## src/hdl/lad_pkg.sv

```systemverilog
// Constants, types and carriers of the legacy address decoder
package lad_pkg;

    localparam int ADDR_W   = 36;
    localparam int LOW_W    = 20;
    localparam int HI_LSB   = 32;
    localparam int DATA_W   = 8;
    localparam int PORT_W   = 16;
    localparam int SEG_N    = 13;
    localparam int SEG_LSB  = 14;
    localparam int SEG_IW   = 6;
    localparam int PAGE_LSB = 16;

    // Compatibility area boundaries (low 20 address bits)
    localparam logic [LOW_W-1:0] DOS_TOP    = 20'h9FFFF;
    localparam logic [LOW_W-1:0] VGA_BASE   = 20'hA0000;
    localparam logic [LOW_W-1:0] PAGE_TOP   = 20'hAFFFF;
    localparam logic [LOW_W-1:0] MONO_BASE  = 20'hB0000;
    localparam logic [LOW_W-1:0] MONO_TOP   = 20'hB7FFF;
    localparam logic [LOW_W-1:0] VGA_TOP    = 20'hBFFFF;
    localparam logic [LOW_W-1:0] EXP_BASE   = 20'hC0000;
    localparam logic [SEG_IW-1:0] SEG_FIRST = 6'h30;
    localparam logic [3:0]        SBIOS_NIB = 4'hF;
    localparam logic [11:0]       MB_ZERO   = 12'h000;
    localparam logic [3:0]        HI_ZERO   = 4'h0;

    // I/O ports
    localparam logic [PORT_W-1:0] IDX_PORT   = 16'h03CE;
    localparam logic [PORT_W-1:0] DATA_PORT  = 16'h03CF;
    localparam logic [PORT_W-1:0] VIDIO_BASE = 16'h03B0;
    localparam logic [PORT_W-1:0] VIDIO_TOP  = 16'h03DF;
    localparam logic [PORT_W-1:0] MONO_P0    = 16'h03B4;
    localparam logic [PORT_W-1:0] MONO_P1    = 16'h03B5;
    localparam logic [PORT_W-1:0] MONO_P2    = 16'h03B8;
    localparam logic [PORT_W-1:0] MONO_P3    = 16'h03B9;
    localparam logic [PORT_W-1:0] MONO_P4    = 16'h03BA;
    localparam logic [PORT_W-1:0] MONO_P5    = 16'h03BF;

    // Indexed graphics registers
    localparam logic [DATA_W-1:0] IDX_MAP     = 8'h10;
    localparam logic [DATA_W-1:0] IDX_PAGE    = 8'h11;
    localparam logic [DATA_W-1:0] MAP_WMASK   = 8'h1F;
    localparam logic [DATA_W-1:0] REG_RESET   = 8'h00;
    localparam logic [DATA_W-1:0] DATA_ZERO   = 8'h00;
    localparam int                MAP_PAGE_EN = 0;
    localparam int                MAP_DCACHE  = 4;
    localparam logic [SEG_N-1:0]  ATTR_RESET  = 13'h0000;
    localparam logic [ADDR_W-PAGE_LSB-DATA_W-1:0] DC_PAD = 12'h000;

    typedef enum logic [1:0] {
        SRC_CPU,
        SRC_HUB,
        SRC_AGP
    } lad_src_t;

    typedef enum logic [2:0] {
        TGT_DRAM,
        TGT_HUB,
        TGT_GFX,
        TGT_DCACHE,
        TGT_LOCAL,
        TGT_ABORT,
        TGT_REG
    } lad_tgt_t;

    typedef struct packed {
        logic              valid;
        logic              write;
        logic              io;
        lad_src_t          src;
        logic              smm;
        logic [ADDR_W-1:0] addr;
        logic [DATA_W-1:0] wdata;
    } lad_req_t;

    typedef struct packed {
        logic              agp_on;
        logic              mono_adapter_decode;
        logic              bridge_command_reg_mem;
        logic              bridge_control_reg_vga;
        logic [1:0]        graphics_memory_select;
        logic              graphics_command_reg_mem;
        logic              secure_mode_ram_control_open;
    } lad_cfg_t;

    typedef struct packed {
        logic              valid;
        lad_tgt_t          target;
        logic              write;
        logic [ADDR_W-1:0] addr;
        logic [DATA_W-1:0] rdata;
    } lad_rsp_t;

endpackage : lad_pkg

```

## src/hdl/lad_seg_attr.sv

```systemverilog
// Per-segment read and write attribute lookup for C0000h-FFFFFh
`timescale 1ns/1ps
`default_nettype none
module lad_seg_attr
    import lad_pkg::*;
(
    input  wire logic [LOW_W-1:0] low_addr,
    input  wire logic             write,
    input  wire logic [SEG_N-1:0] rd_en,
    input  wire logic [SEG_N-1:0] wr_en,
    output logic      [SEG_N-1:0] seg_hit,
    output logic                  to_dram
);

    logic [SEG_N-1:0] seg_dram;

    // Twelve 16 KB segments then one 64 KB system segment
    for (genvar g = 0; g < SEG_N; g++) begin : g_seg
        if (g < SEG_N - 1) begin : g_small
            assign seg_hit[g] = (low_addr[LOW_W-1:SEG_LSB] == SEG_FIRST + SEG_IW'(g));
        end else begin : g_big
            assign seg_hit[g] = (low_addr[LOW_W-1:PAGE_LSB] == SBIOS_NIB);
        end
        assign seg_dram[g] = seg_hit[g] & (write ? wr_en[g] : rd_en[g]);
    end

    // Address is never remapped, a disabled segment simply leaves DRAM unreachable
    assign to_dram = |seg_dram;

endmodule : lad_seg_attr
`default_nettype wire

```

## src/hdl/lad_vga_steer.sv

```systemverilog
// Target selection inside the video buffer region
`timescale 1ns/1ps
`default_nettype none
module lad_vga_steer
    import lad_pkg::*;
(
    input  wire lad_cfg_t  cfg,
    input  wire lad_src_t  src,
    input  wire logic      write,
    input  wire logic      smm,
    input  wire logic      in_page,
    input  wire logic      in_mono,
    input  wire logic      page_en,
    input  wire logic      page_dcache,
    output lad_tgt_t       tgt
);

    logic gfx_sel;
    logic smm_hit;
    logic mono_hub;
    logic page_hit;
    logic gfx_tgt;

    // Steering for processor and hub originators; graphics port originators are aborted
    assign gfx_sel  = cfg.agp_on
                    ? (cfg.bridge_command_reg_mem & cfg.bridge_control_reg_vga)
                    : ((|cfg.graphics_memory_select) & cfg.graphics_command_reg_mem);
    assign smm_hit  = smm & (src == SRC_CPU) & cfg.secure_mode_ram_control_open;
    assign mono_hub = cfg.agp_on & cfg.mono_adapter_decode & in_mono;
    assign page_hit = ~cfg.agp_on & gfx_sel & page_en & in_page;
    assign gfx_tgt  = gfx_sel & ~mono_hub;

    assign tgt = smm_hit                              ? TGT_DRAM
               : (src == SRC_AGP)                     ? TGT_ABORT
               : mono_hub                             ? TGT_HUB
               : page_hit                             ? (page_dcache ? TGT_DCACHE : TGT_GFX)
               : (gfx_tgt & (src == SRC_HUB) & ~write) ? TGT_ABORT
               : gfx_tgt                              ? TGT_GFX
               : TGT_HUB;

endmodule : lad_vga_steer
`default_nettype wire

```

## src/hdl/lad_decoder.sv

```systemverilog
// Legacy address decoder top: routes memory and I/O cycles to their target
`timescale 1ns/1ps
`default_nettype none
// Behaviour
// - Page selector picks the 64 KB display cache window under page mapping.
// - Page enable opens A0000h-AFFFFh; map bit 4 picks VGA buffer or display cache.
// - Accesses above 4 GB are claimed and ended locally, never sent to hub.
// - Above 4 GB writes drop data, reads return all zeros.
// - 000000h-09FFFFh always goes to main DRAM, no attributes.
// - Video buffer ignores attributes; steered to hub or graphics by configuration.
// - Video buffer is default SMM space, handled per secure RAM control.
// - Video steering applies to processor and hub originators.
// - Hub to graphics video buffer cycles support memory writes only, except A0000h-AFFFFh under page mapping.
// - Graphics port initiated video buffer accesses are master aborted.
// - Mono decode in AGP mode sends B0000h-B7FFFh to the hub.
// - Mono decode sends I/O ports 3B4h,3B5h,3B8h,3B9h,3BAh,3BFh to hub.
// - Expansion area is eight 16 KB segments with individual attributes.
// - Extended BIOS area is four 16 KB segments, DRAM or hub.
// - DRAM under a disabled segment is not relocated.
// - System BIOS segment resets read and write disabled, going to hub.
// - Thirteen ranges have separate read enable and write enable.
module lad_decoder
    import lad_pkg::*;
(
    input  wire logic             clk,
    input  wire logic             rstn,
    input  wire logic             ce,
    input  wire lad_req_t         req,
    input  wire lad_cfg_t         cfg,
    input  wire logic [SEG_N-1:0] seg_rd_en,
    input  wire logic [SEG_N-1:0] seg_wr_en,
    output var  lad_rsp_t         rsp
);

    logic [DATA_W-1:0] idx_q;
    logic [DATA_W-1:0] idx_d;
    logic [DATA_W-1:0] map_q;
    logic [DATA_W-1:0] map_d;
    logic [DATA_W-1:0] page_q;
    logic [DATA_W-1:0] page_d;
    logic [SEG_N-1:0]  rd_en_q;
    logic [SEG_N-1:0]  wr_en_q;
    lad_rsp_t          rsp_q;
    lad_rsp_t          rsp_d;

    logic [LOW_W-1:0]  low_addr;
    logic [PORT_W-1:0] port;
    logic              addr_hi;
    logic              below_1m;
    logic              is_mem;
    logic              in_dos;
    logic              in_vga;
    logic              in_page;
    logic              in_mono;
    logic              in_compat;
    logic              io_idx;
    logic              io_data;
    logic              io_mono_port;
    logic              io_mono;
    logic              io_video;
    logic              seg_dram;
    logic [SEG_N-1:0]  seg_hit;
    lad_tgt_t          vga_tgt;
    lad_tgt_t          tgt;
    logic [ADDR_W-1:0] dc_addr;
    logic [DATA_W-1:0] reg_rdata;
    logic              wr_map;
    logic              wr_page;

    // Address classification
    assign low_addr  = req.addr[LOW_W-1:0];
    assign port      = req.addr[PORT_W-1:0];
    assign addr_hi   = (req.addr[ADDR_W-1:HI_LSB] != HI_ZERO);
    assign below_1m  = (req.addr[HI_LSB-1:LOW_W] == MB_ZERO);
    assign is_mem    = ~req.io & ~addr_hi & below_1m;
    assign in_dos    = is_mem & (low_addr <= DOS_TOP);
    assign in_vga    = is_mem & (low_addr >= VGA_BASE) & (low_addr <= VGA_TOP);
    assign in_page   = (low_addr >= VGA_BASE) & (low_addr <= PAGE_TOP);
    assign in_mono   = (low_addr >= MONO_BASE) & (low_addr <= MONO_TOP);
    assign in_compat = is_mem & (low_addr >= EXP_BASE);

    // I/O classification
    assign io_idx       = req.io & (port == IDX_PORT);
    assign io_data      = req.io & (port == DATA_PORT);
    assign io_mono_port = (port == MONO_P0) | (port == MONO_P1) | (port == MONO_P2)
                        | (port == MONO_P3) | (port == MONO_P4) | (port == MONO_P5);
    assign io_mono      = req.io & cfg.agp_on & cfg.mono_adapter_decode & io_mono_port;
    assign io_video     = req.io & cfg.agp_on & cfg.bridge_control_reg_vga
                        & (port >= VIDIO_BASE) & (port <= VIDIO_TOP);

    lad_vga_steer u_vga_steer (
        .cfg         (cfg),
        .src         (req.src),
        .write       (req.write),
        .smm         (req.smm),
        .in_page     (in_page),
        .in_mono     (in_mono),
        .page_en     (map_q[MAP_PAGE_EN]),
        .page_dcache (map_q[MAP_DCACHE]),
        .tgt         (vga_tgt)
    );

    lad_seg_attr u_seg_attr (
        .low_addr (low_addr),
        .write    (req.write),
        .rd_en    (rd_en_q),
        .wr_en    (wr_en_q),
        .seg_hit  (seg_hit),
        .to_dram  (seg_dram)
    );

    // Target priority: above 4 GB first, then registers, I/O, then memory regions
    assign tgt = addr_hi           ? TGT_LOCAL
               : (io_idx | io_data) ? TGT_REG
               : io_mono           ? TGT_HUB
               : io_video          ? TGT_GFX
               : req.io            ? TGT_HUB
               : in_dos            ? TGT_DRAM
               : in_vga            ? vga_tgt
               : in_compat         ? (seg_dram ? TGT_DRAM : TGT_HUB)
               : TGT_HUB;

    // Display cache address carries the page in place of the window base
    assign dc_addr = {DC_PAD, page_q, low_addr[PAGE_LSB-1:0]};

    assign reg_rdata = io_idx                ? idx_q
                     : (idx_q == IDX_MAP)    ? map_q
                     : (idx_q == IDX_PAGE)   ? page_q
                     : DATA_ZERO;

    // Register writes through the index and data ports
    assign wr_map  = req.valid & req.write & io_data & ~addr_hi & (idx_q == IDX_MAP);
    assign wr_page = req.valid & req.write & io_data & ~addr_hi & (idx_q == IDX_PAGE);
    assign idx_d   = (req.valid & req.write & io_idx & ~addr_hi) ? req.wdata : idx_q;
    assign map_d   = wr_map ? (req.wdata & MAP_WMASK) : map_q;
    assign page_d  = wr_page ? req.wdata : page_q;

    // Response word; local termination drops write data and reads zero
    assign rsp_d.valid  = req.valid;
    assign rsp_d.target = tgt;
    assign rsp_d.write  = req.write & (tgt != TGT_LOCAL) & (tgt != TGT_ABORT);
    assign rsp_d.addr   = (tgt == TGT_DCACHE) ? dc_addr : req.addr;
    assign rsp_d.rdata  = ((tgt == TGT_REG) & ~req.write) ? reg_rdata : DATA_ZERO;

    always_ff @(posedge clk) begin
        if (!rstn) begin
            idx_q   <= REG_RESET;
            map_q   <= REG_RESET;
            page_q  <= REG_RESET;
            rd_en_q <= ATTR_RESET;
            wr_en_q <= ATTR_RESET;
            rsp_q   <= '0;
        end else if (ce) begin
            idx_q   <= idx_d;
            map_q   <= map_d;
            page_q  <= page_d;
            rd_en_q <= seg_rd_en;
            wr_en_q <= seg_wr_en;
            rsp_q   <= rsp_d;
        end
    end

    assign rsp = rsp_q;
endmodule : lad_decoder
`default_nettype wire

```

## config.mk

```make
export PLATFORM = sky130hd
export DESIGN_NAME = lad_decoder
export DESIGN_NICKNAME = d
export VERILOG_FILES = /design/src/hdl/lad_pkg.sv /design/src/hdl/lad_seg_attr.sv /design/src/hdl/lad_vga_steer.sv /design/src/hdl/lad_decoder.sv
export SDC_FILE = /design/constraint.sdc
export NUM_CORES = 1
export LEC_CHECK = 0
export BUFFER_PORTS_ARGS = -buffer_cell sky130_fd_sc_hd__buf_2
export CORE_ASPECT_RATIO = 0.7
export CORE_MARGIN = 3
export CORE_UTILIZATION = 45
export CTS_CLUSTER_DIAMETER = 100
export CTS_CLUSTER_SIZE = 12
export DETAILED_ROUTE_END_ITERATION = 12
export GPL_ROUTABILITY_DRIVEN = 0
export GPL_TIMING_DRIVEN = 1
export HOLD_SLACK_MARGIN = 0.03
export PLACE_DENSITY = 0.75
export SLEW_MARGIN = 20
export SYNTH_ARGS = -nofsm -noshare
export SYNTH_HDL_FRONTEND = slang
export SYNTH_SLANG_ARGS = --single-unit
```

## constraint.sdc

```tcl
create_clock -name clk -period 3.7 [get_ports clk]
set_clock_uncertainty 0.2 [all_clocks]
set_input_delay 1.11 -clock clk [delete_from_list [all_inputs] [get_ports clk]]
set_output_delay 1.11 -clock clk [all_outputs]
set_load 0.05 [all_outputs]
```

### Yosys cells after proc, flatten, opt, wreduce, memory -nomap -nowiden

Cells that the tools add are included.

* flip-flop bits (word level): 96
* bits of input ports: 87
* output and inout bits: 49
* logic and storage cells: 153

* order comparisons: 9
* eq/ne operators: 29
* muxes and demuxes: 35
* bitwise operators: 62
* reductions and logical operators: 8

Operator list (number)
* 16-bit by 10-bit == test with 1-bit output (second input constant): 8
* 20-bit less-or-equal comparator (second input constant): 4
* 6-bit == test (second input constant): 12
* 20-bit greater-or-equal comparator (second input constant): 3
* 1-bit bitwise AND: 51
* 3-bit two-way mux: 12
* 36-bit two-way mux: 1
* 8-bit two-way mux: 4
* 1-bit two-way mux: 17
* 8-bit by 5-bit == test with 1-bit output (second input constant): 2
* 16-bit by 10-bit greater-or-equal comparator with 1-bit output (second input constant): 1
* 16-bit by 10-bit less-or-equal comparator with 1-bit output (second input constant): 1
* 13-bit OR reduction: 1
* 12-bit zero test: 1
* 3-bit != test (second input constant): 2
* 1-bit bitwise OR: 6
* 2-bit AND reduction: 3
* 1-bit inverter: 5
* 4-bit == test (second input constant): 1
* 4-bit nonzero test: 1
* 3-bit by 2-bit == test with 1-bit output (second input constant): 1
* 3-bit == test (second input constant): 1
* 2-bit by 1-bit == test with 1-bit output (second input constant): 1
* 2-bit == test (second input constant): 1
* 3 further kinds: 3

### Depth between registers and ports, before layout

* depth in word-level cells: 22
* depth in mapped cells: 8

### By module

A second synthesis with hierarchy kept.

* cells, all modules: 472
* area, all modules: 4544.4 um^2

By module, submodules not included
* lad_decoder: instances 1, cells an instance 406, area an instance 4056.4 um^2
* lad_seg_attr: instances 1, cells an instance 45, area an instance 360.3 um^2
* lad_vga_steer: instances 1, cells an instance 21, area an instance 127.6 um^2

### Worst setup path before layout

Ideal clock, no wire load.

* kind: input to register
* start: input req[22] (netlist bit)
* end: register rsp_q (netlist bit rsp[25])
* arrival: 2.735 ns
* data required time: 3.384 ns
* slack: 0.649 ns
* stages on the path: 7
* buffers on the path: 1
* path through: buf_6 -> mux4_2 -> a221oi_2 -> a211oi_1 -> o311ai_2 -> o2111ai_1 -> a41o_1

* word-level cells in the longest chain between the ends: 21

RTL lines
* start, declared: line lad_decoder.sv:28 `input wire lad_req_t req,`
* 20-bit greater-or-equal comparator / 20-bit less-or-equal comparator (equally long branches): line lad_decoder.sv:79 `assign in_mono = (low_addr >= MONO_BASE) & (low_addr <= MONO_TOP);`
* 1-bit bitwise AND: line lad_decoder.sv:79
* 1-bit bitwise AND: line lad_vga_steer.sv:29 `assign mono_hub = cfg.agp_on & cfg.mono_adapter_decode & in_mono;`
* 1-bit inverter: line lad_vga_steer.sv:31 `assign gfx_tgt = gfx_sel & ~mono_hub;`
* 1-bit bitwise AND: line lad_vga_steer.sv:31
* 1-bit bitwise AND (2 in series): line lad_vga_steer.sv:37 `: (gfx_tgt & (src == SRC_HUB) & ~write) ? TGT_ABORT`
* 3-bit two-way mux: line lad_vga_steer.sv:37
* 3-bit two-way mux: line lad_vga_steer.sv:36 `: page_hit ? (page_dcache ? TGT_DCACHE : TGT_GFX)`
* [4 not listed]
* 3-bit two-way mux: line lad_decoder.sv:118 `: in_dos ? TGT_DRAM`
* 3-bit two-way mux: line lad_decoder.sv:117 `: req.io ? TGT_HUB`
* 3-bit two-way mux: line lad_decoder.sv:116 `: io_video ? TGT_GFX`
* 3-bit two-way mux: line lad_decoder.sv:115 `: io_mono ? TGT_HUB`
* 3-bit two-way mux (*): line lad_decoder.sv:114 `: (io_idx | io_data) ? TGT_REG`
* 3-bit two-way mux (*): line lad_decoder.sv:113 `assign tgt = addr_hi ? TGT_LOCAL`
* 3-bit by 2-bit == test with 1-bit output (*): line lad_decoder.sv:142 `assign rsp_d.addr = (tgt == TGT_DCACHE) ? dc_addr : req.addr;`
* 36-bit two-way mux (*): line lad_decoder.sv:142
* end signal, assigned: line lad_decoder.sv:159 `rsp_q <= rsp_d;`
* end, declared: line lad_decoder.sv:43 `lad_rsp_t rsp_q;`

Every way passes the cells marked *; elsewhere a longest branch is shown, timed or not.
A chain may end at the register's enable or synchronous reset.

### Worst setup path after layout

* start: input req[47] (netlist bit)
* end: register rsp_q (netlist bit rsp[2])

* word-level cells in the longest chain between the ends: 15

RTL lines
* 1-bit inverter: line lad_decoder.sv:75 `assign is_mem = ~req.io & ~addr_hi & below_1m;`
* 1-bit bitwise AND (2 in series): line lad_decoder.sv:75
* 1-bit bitwise AND (on tied branches): line lad_decoder.sv:80, lad_decoder.sv:77
* 1-bit two-way mux / 1-bit bitwise AND (equally long branches): line lad_decoder.sv:120, lad_decoder.sv:77
* 3-bit two-way mux: line lad_decoder.sv:119 `: in_vga ? vga_tgt`
* 3-bit two-way mux: line lad_decoder.sv:118
* 3-bit two-way mux: line lad_decoder.sv:117
* 3-bit two-way mux: line lad_decoder.sv:116
* 3-bit two-way mux: line lad_decoder.sv:115
* 3-bit two-way mux: line lad_decoder.sv:114
* 3-bit two-way mux: line lad_decoder.sv:113
* 3-bit == test: line lad_decoder.sv:143 `assign rsp_d.rdata = ((tgt == TGT_REG) & ~req.write) ? reg_rdata : DATA_ZERO;`
* 1-bit bitwise AND: line lad_decoder.sv:143
* 8-bit two-way mux (*): line lad_decoder.sv:143

Marks and branches as above.

==> implementation parameters <==
Parameter                              Value

Setup path
  Slack of the worst reg-to-reg path ... 1020 ps
  Arrival @ worst endpoint ... 3190 ps
  Worst reg2reg endpoint ... page_q[4]
  Largest fanout on the critical path ... 10
  Critical path startpoint ... req[47]
  Reg2reg path depth ... 6
  Reg2Reg Launch Point ... idx_q[5]
  Critical path endpoint ... rsp[2]
  WP data required ... 3750 ps
  Category of the worst setup path capture point ... register
  Worst setup path category ... input pin to register
  Crit path launch type ... input pin

Logic synthesis
  Async S/R FF share, synth ... 0
  Gate count after technology mapping ... 453
  Average cell area after synthesis ... 10.14 um2
  Syn_nets ... 540
  Number of flops mapped to enable cells by yosys ... 0
  Count of cell types in the netlist ... 67
  Top flip-flop cell by instance count after synthesis ... dfxtp_1
  Flops & latches, synth ... 96
  Number of warnings issued by yosys ... 0
  Netlist Area Pre-Place ... 4594 um2
  Proportion of synthesized chip area in sequential cells ... 0.4183

Finish
  Antenna fix cells ... 0
  Most frequent cells in the layout ... 134 x buf_2, 96 x dfxtp_1, 80 x mux2i_1, 78 x nor2b_1, 18 x nand2_1
  Relative area change from synthesis to final layout ... 22.06%
  Fraction of the core area covered by cells at the end of the flow ... 0.5702
  Most common library cell in the layout ignoring fill and taps ... buf_2
  Layout cells sized above 1 ... 0.3033
  Final layout net count ... 659
  Number of fill cells ... 887

Global routing
  Global routing met3 resource utilization ... 0.06856
  Total global routing track utilization ... 0.2062
  Met2 usage ... 0.3200
  Vias in the first global route ... 3737
  Pin count of the biggest net entering global routing ... 64
  Grt ovf ... 0
  First-pass GRT wire length ... 19090 um
  Met1 track demand over resource ... 0.2763
  Top Usage Layer GRT ... met2
  Antenna violations before repair ... 0

Routing
  Post-detailed-route count of antenna-violating nets ... 0
  DRC marker count from the first detailed-route iteration ... 304
  Detailed-routing iteration count for the pre-antenna-repair pass ... 4
  Post-DR wirelength/cell ... 16.71 um
  Via Count ... 3802
  Final routed DRC violation total ... 0
  Final Routed Wirelength ... 11780 um
  Post-detailed-route via-to-cell ratio ... 5.393

Clock tree
  Maximum buffer depth of the clock tree ... 2
  Clock tree from TritonCTS ... yes
  Root Buffer Master ... clkbuf_16
  Sinks on Clock Net ... 96
  Number of CTS-inserted buffers ... 9
  Clock insertion delay at the later pin of the skew report ... 350 ps
  Number of buffers inserted by post-CTS setup repair ... 0
  Hold bufs inserted after CTS ... 0
  Number of cells upsized or downsized after cts ... 0
  H-tree depth ... 3
  Clk pin slew, worst setup/hold paths ... 70 ps

Status
  Result of the run ... completed

Die
  Area of the die ... 11480 um2
  Area inside the core boundary ... 9834 um2
  Cell Rows ... 30
  Die Span X ... 126.8 um
  I/O pins ... 136
  Die height ... 90.54 um
  Initial standard-cell utilization of the core ... 0.4672

Timing
  Highest achievable clock rate ... 0.3189 GHz
  Final critical delay including setup and external delays ... 3136 ps
  Unrepaired setup endpoints after global routing ... false
  Worst-case headroom to the max-slew limit ... 0.6125
  Number of pins exceeding their max-slew limit in the final report ... 0
  Transition at the pin with the smallest max-transition slack ... 580.0 ps
  Final period util ... 0.8475
  Hold violation count in the final report ... 0
  Finish-stage setup viols ... 0
  Worst hold slack ... 247.0 ps
  Final sum of negative setup slack ... 0 ps

Power and ir drop
  Total power consumption of the routed design ... 2.328 mW
  Worst vdd ir ... 0.2355 mV
  Total power divided by cell area ... 415.1 nW/um2
  Leakage power ... 2.422 nW

Job
  Max-Cap Viols ... 0

Worst hold path
  Class of the tightest hold or removal check ... register to register

Placement
  I/O Buffers ... 135
  Detailed Place HPWL ... 9009 um
[cell type report]
type / instances / area [um2] / area share
Multi-Input combinational cell: 318 / 2490 / 0.4440
Inverter: 8 / 30.03 / 0.005355
Timing Repair Buffer: 139 / 720.7 / 0.1285
Tap cell: 128 / 160.2 / 0.02856
Clock inverter: 4 / 28.78 / 0.005132
Sequential cell: 96 / 1922 / 0.3427
Clock buffer: 12 / 256.5 / 0.04574
[cell usage after synthesis, types with 5 or more instances]
cell / number / area (um2)
nand3_1: 7 / 35.03
inv_1: 7 / 26.28
o21ai_0: 12 / 60.06
o21ai_1: 5 / 25.02
mux2i_1: 80 / 800.8
and3b_1: 5 / 43.79
a31oi_1: 7 / 43.79
buf_1: 5 / 18.77
nor2b_1: 78 / 488.0
clkbuf_1: 14 / 52.55
nand2_1: 18 / 67.56
dfxtp_1: 96 / 1922
buf_2: 8 / 40.04
o2111ai_1: 8 / 70.07
nor2_1: 11 / 41.29
[routing by layer]
layer | up-vias | part of all wire | wire (um)
met3 | 9 | 0.083 | 973
met2 | 128 | 0.45 | 5327
met5 | - | 0 | 0
met1 | 1793 | 0.46 | 5383
met4 | 0 | 0.0080 | 94
li1 | 1872 | - | -
[where the power goes]
group,switching [mW],internal (mW),total [mW]
logic,0.213,0.128,0.341
registers,0.0222,1.08,1.10
clock network,0.396,0.493,0.889
[sequential cells by signal, summed over array words and instances, names as in the netlist]
name     flops
idx_q        8
map_q        5
page_q       8
rd_en_q     13
rsp         49
wr_en_q     13
[through the flow]
step                setup WS, ps  instance area, um2  std cells
floorplan                  648.7                4594        453
global placement           331.8                5323        689
detailed placement         230.2                5323        689
CTS                        574.2                5608        705
global route               394.8                5608        705
finish                     564.4                5608        705
[kinds of logic after synthesis]
logic type / synth area share
compound gates: 0.1212
flops: 0.4183
mux: 0.1964
simple gates: 0.2225
xor+xnor: 0.001907
buf+inv: 0.03976
[worst min path at each step]
stage                           from          to  slack, ps  cells past startpoint
after floorplan           wr_en_q[4]  wr_en_q[4]        280                      2
after global placement        rsp[6]      rsp[6]        240                      2
after detailed placement      rsp[7]      rsp[7]        240                      2
after CTS                     rsp[7]      rsp[7]        250                      2
after global routing          rsp[6]      rsp[6]        270                      2
final                         rsp[6]      rsp[6]        250                      2
[critical path, stage by stage]
cell and delay [ps]:
buf_2 130, nor4_1 310, nand4_1 310, nor3_4 300, and3_1 450, o2111ai_4 250
o31ai_1 320
Note: power is estimated with default switching activity, not from simulation.
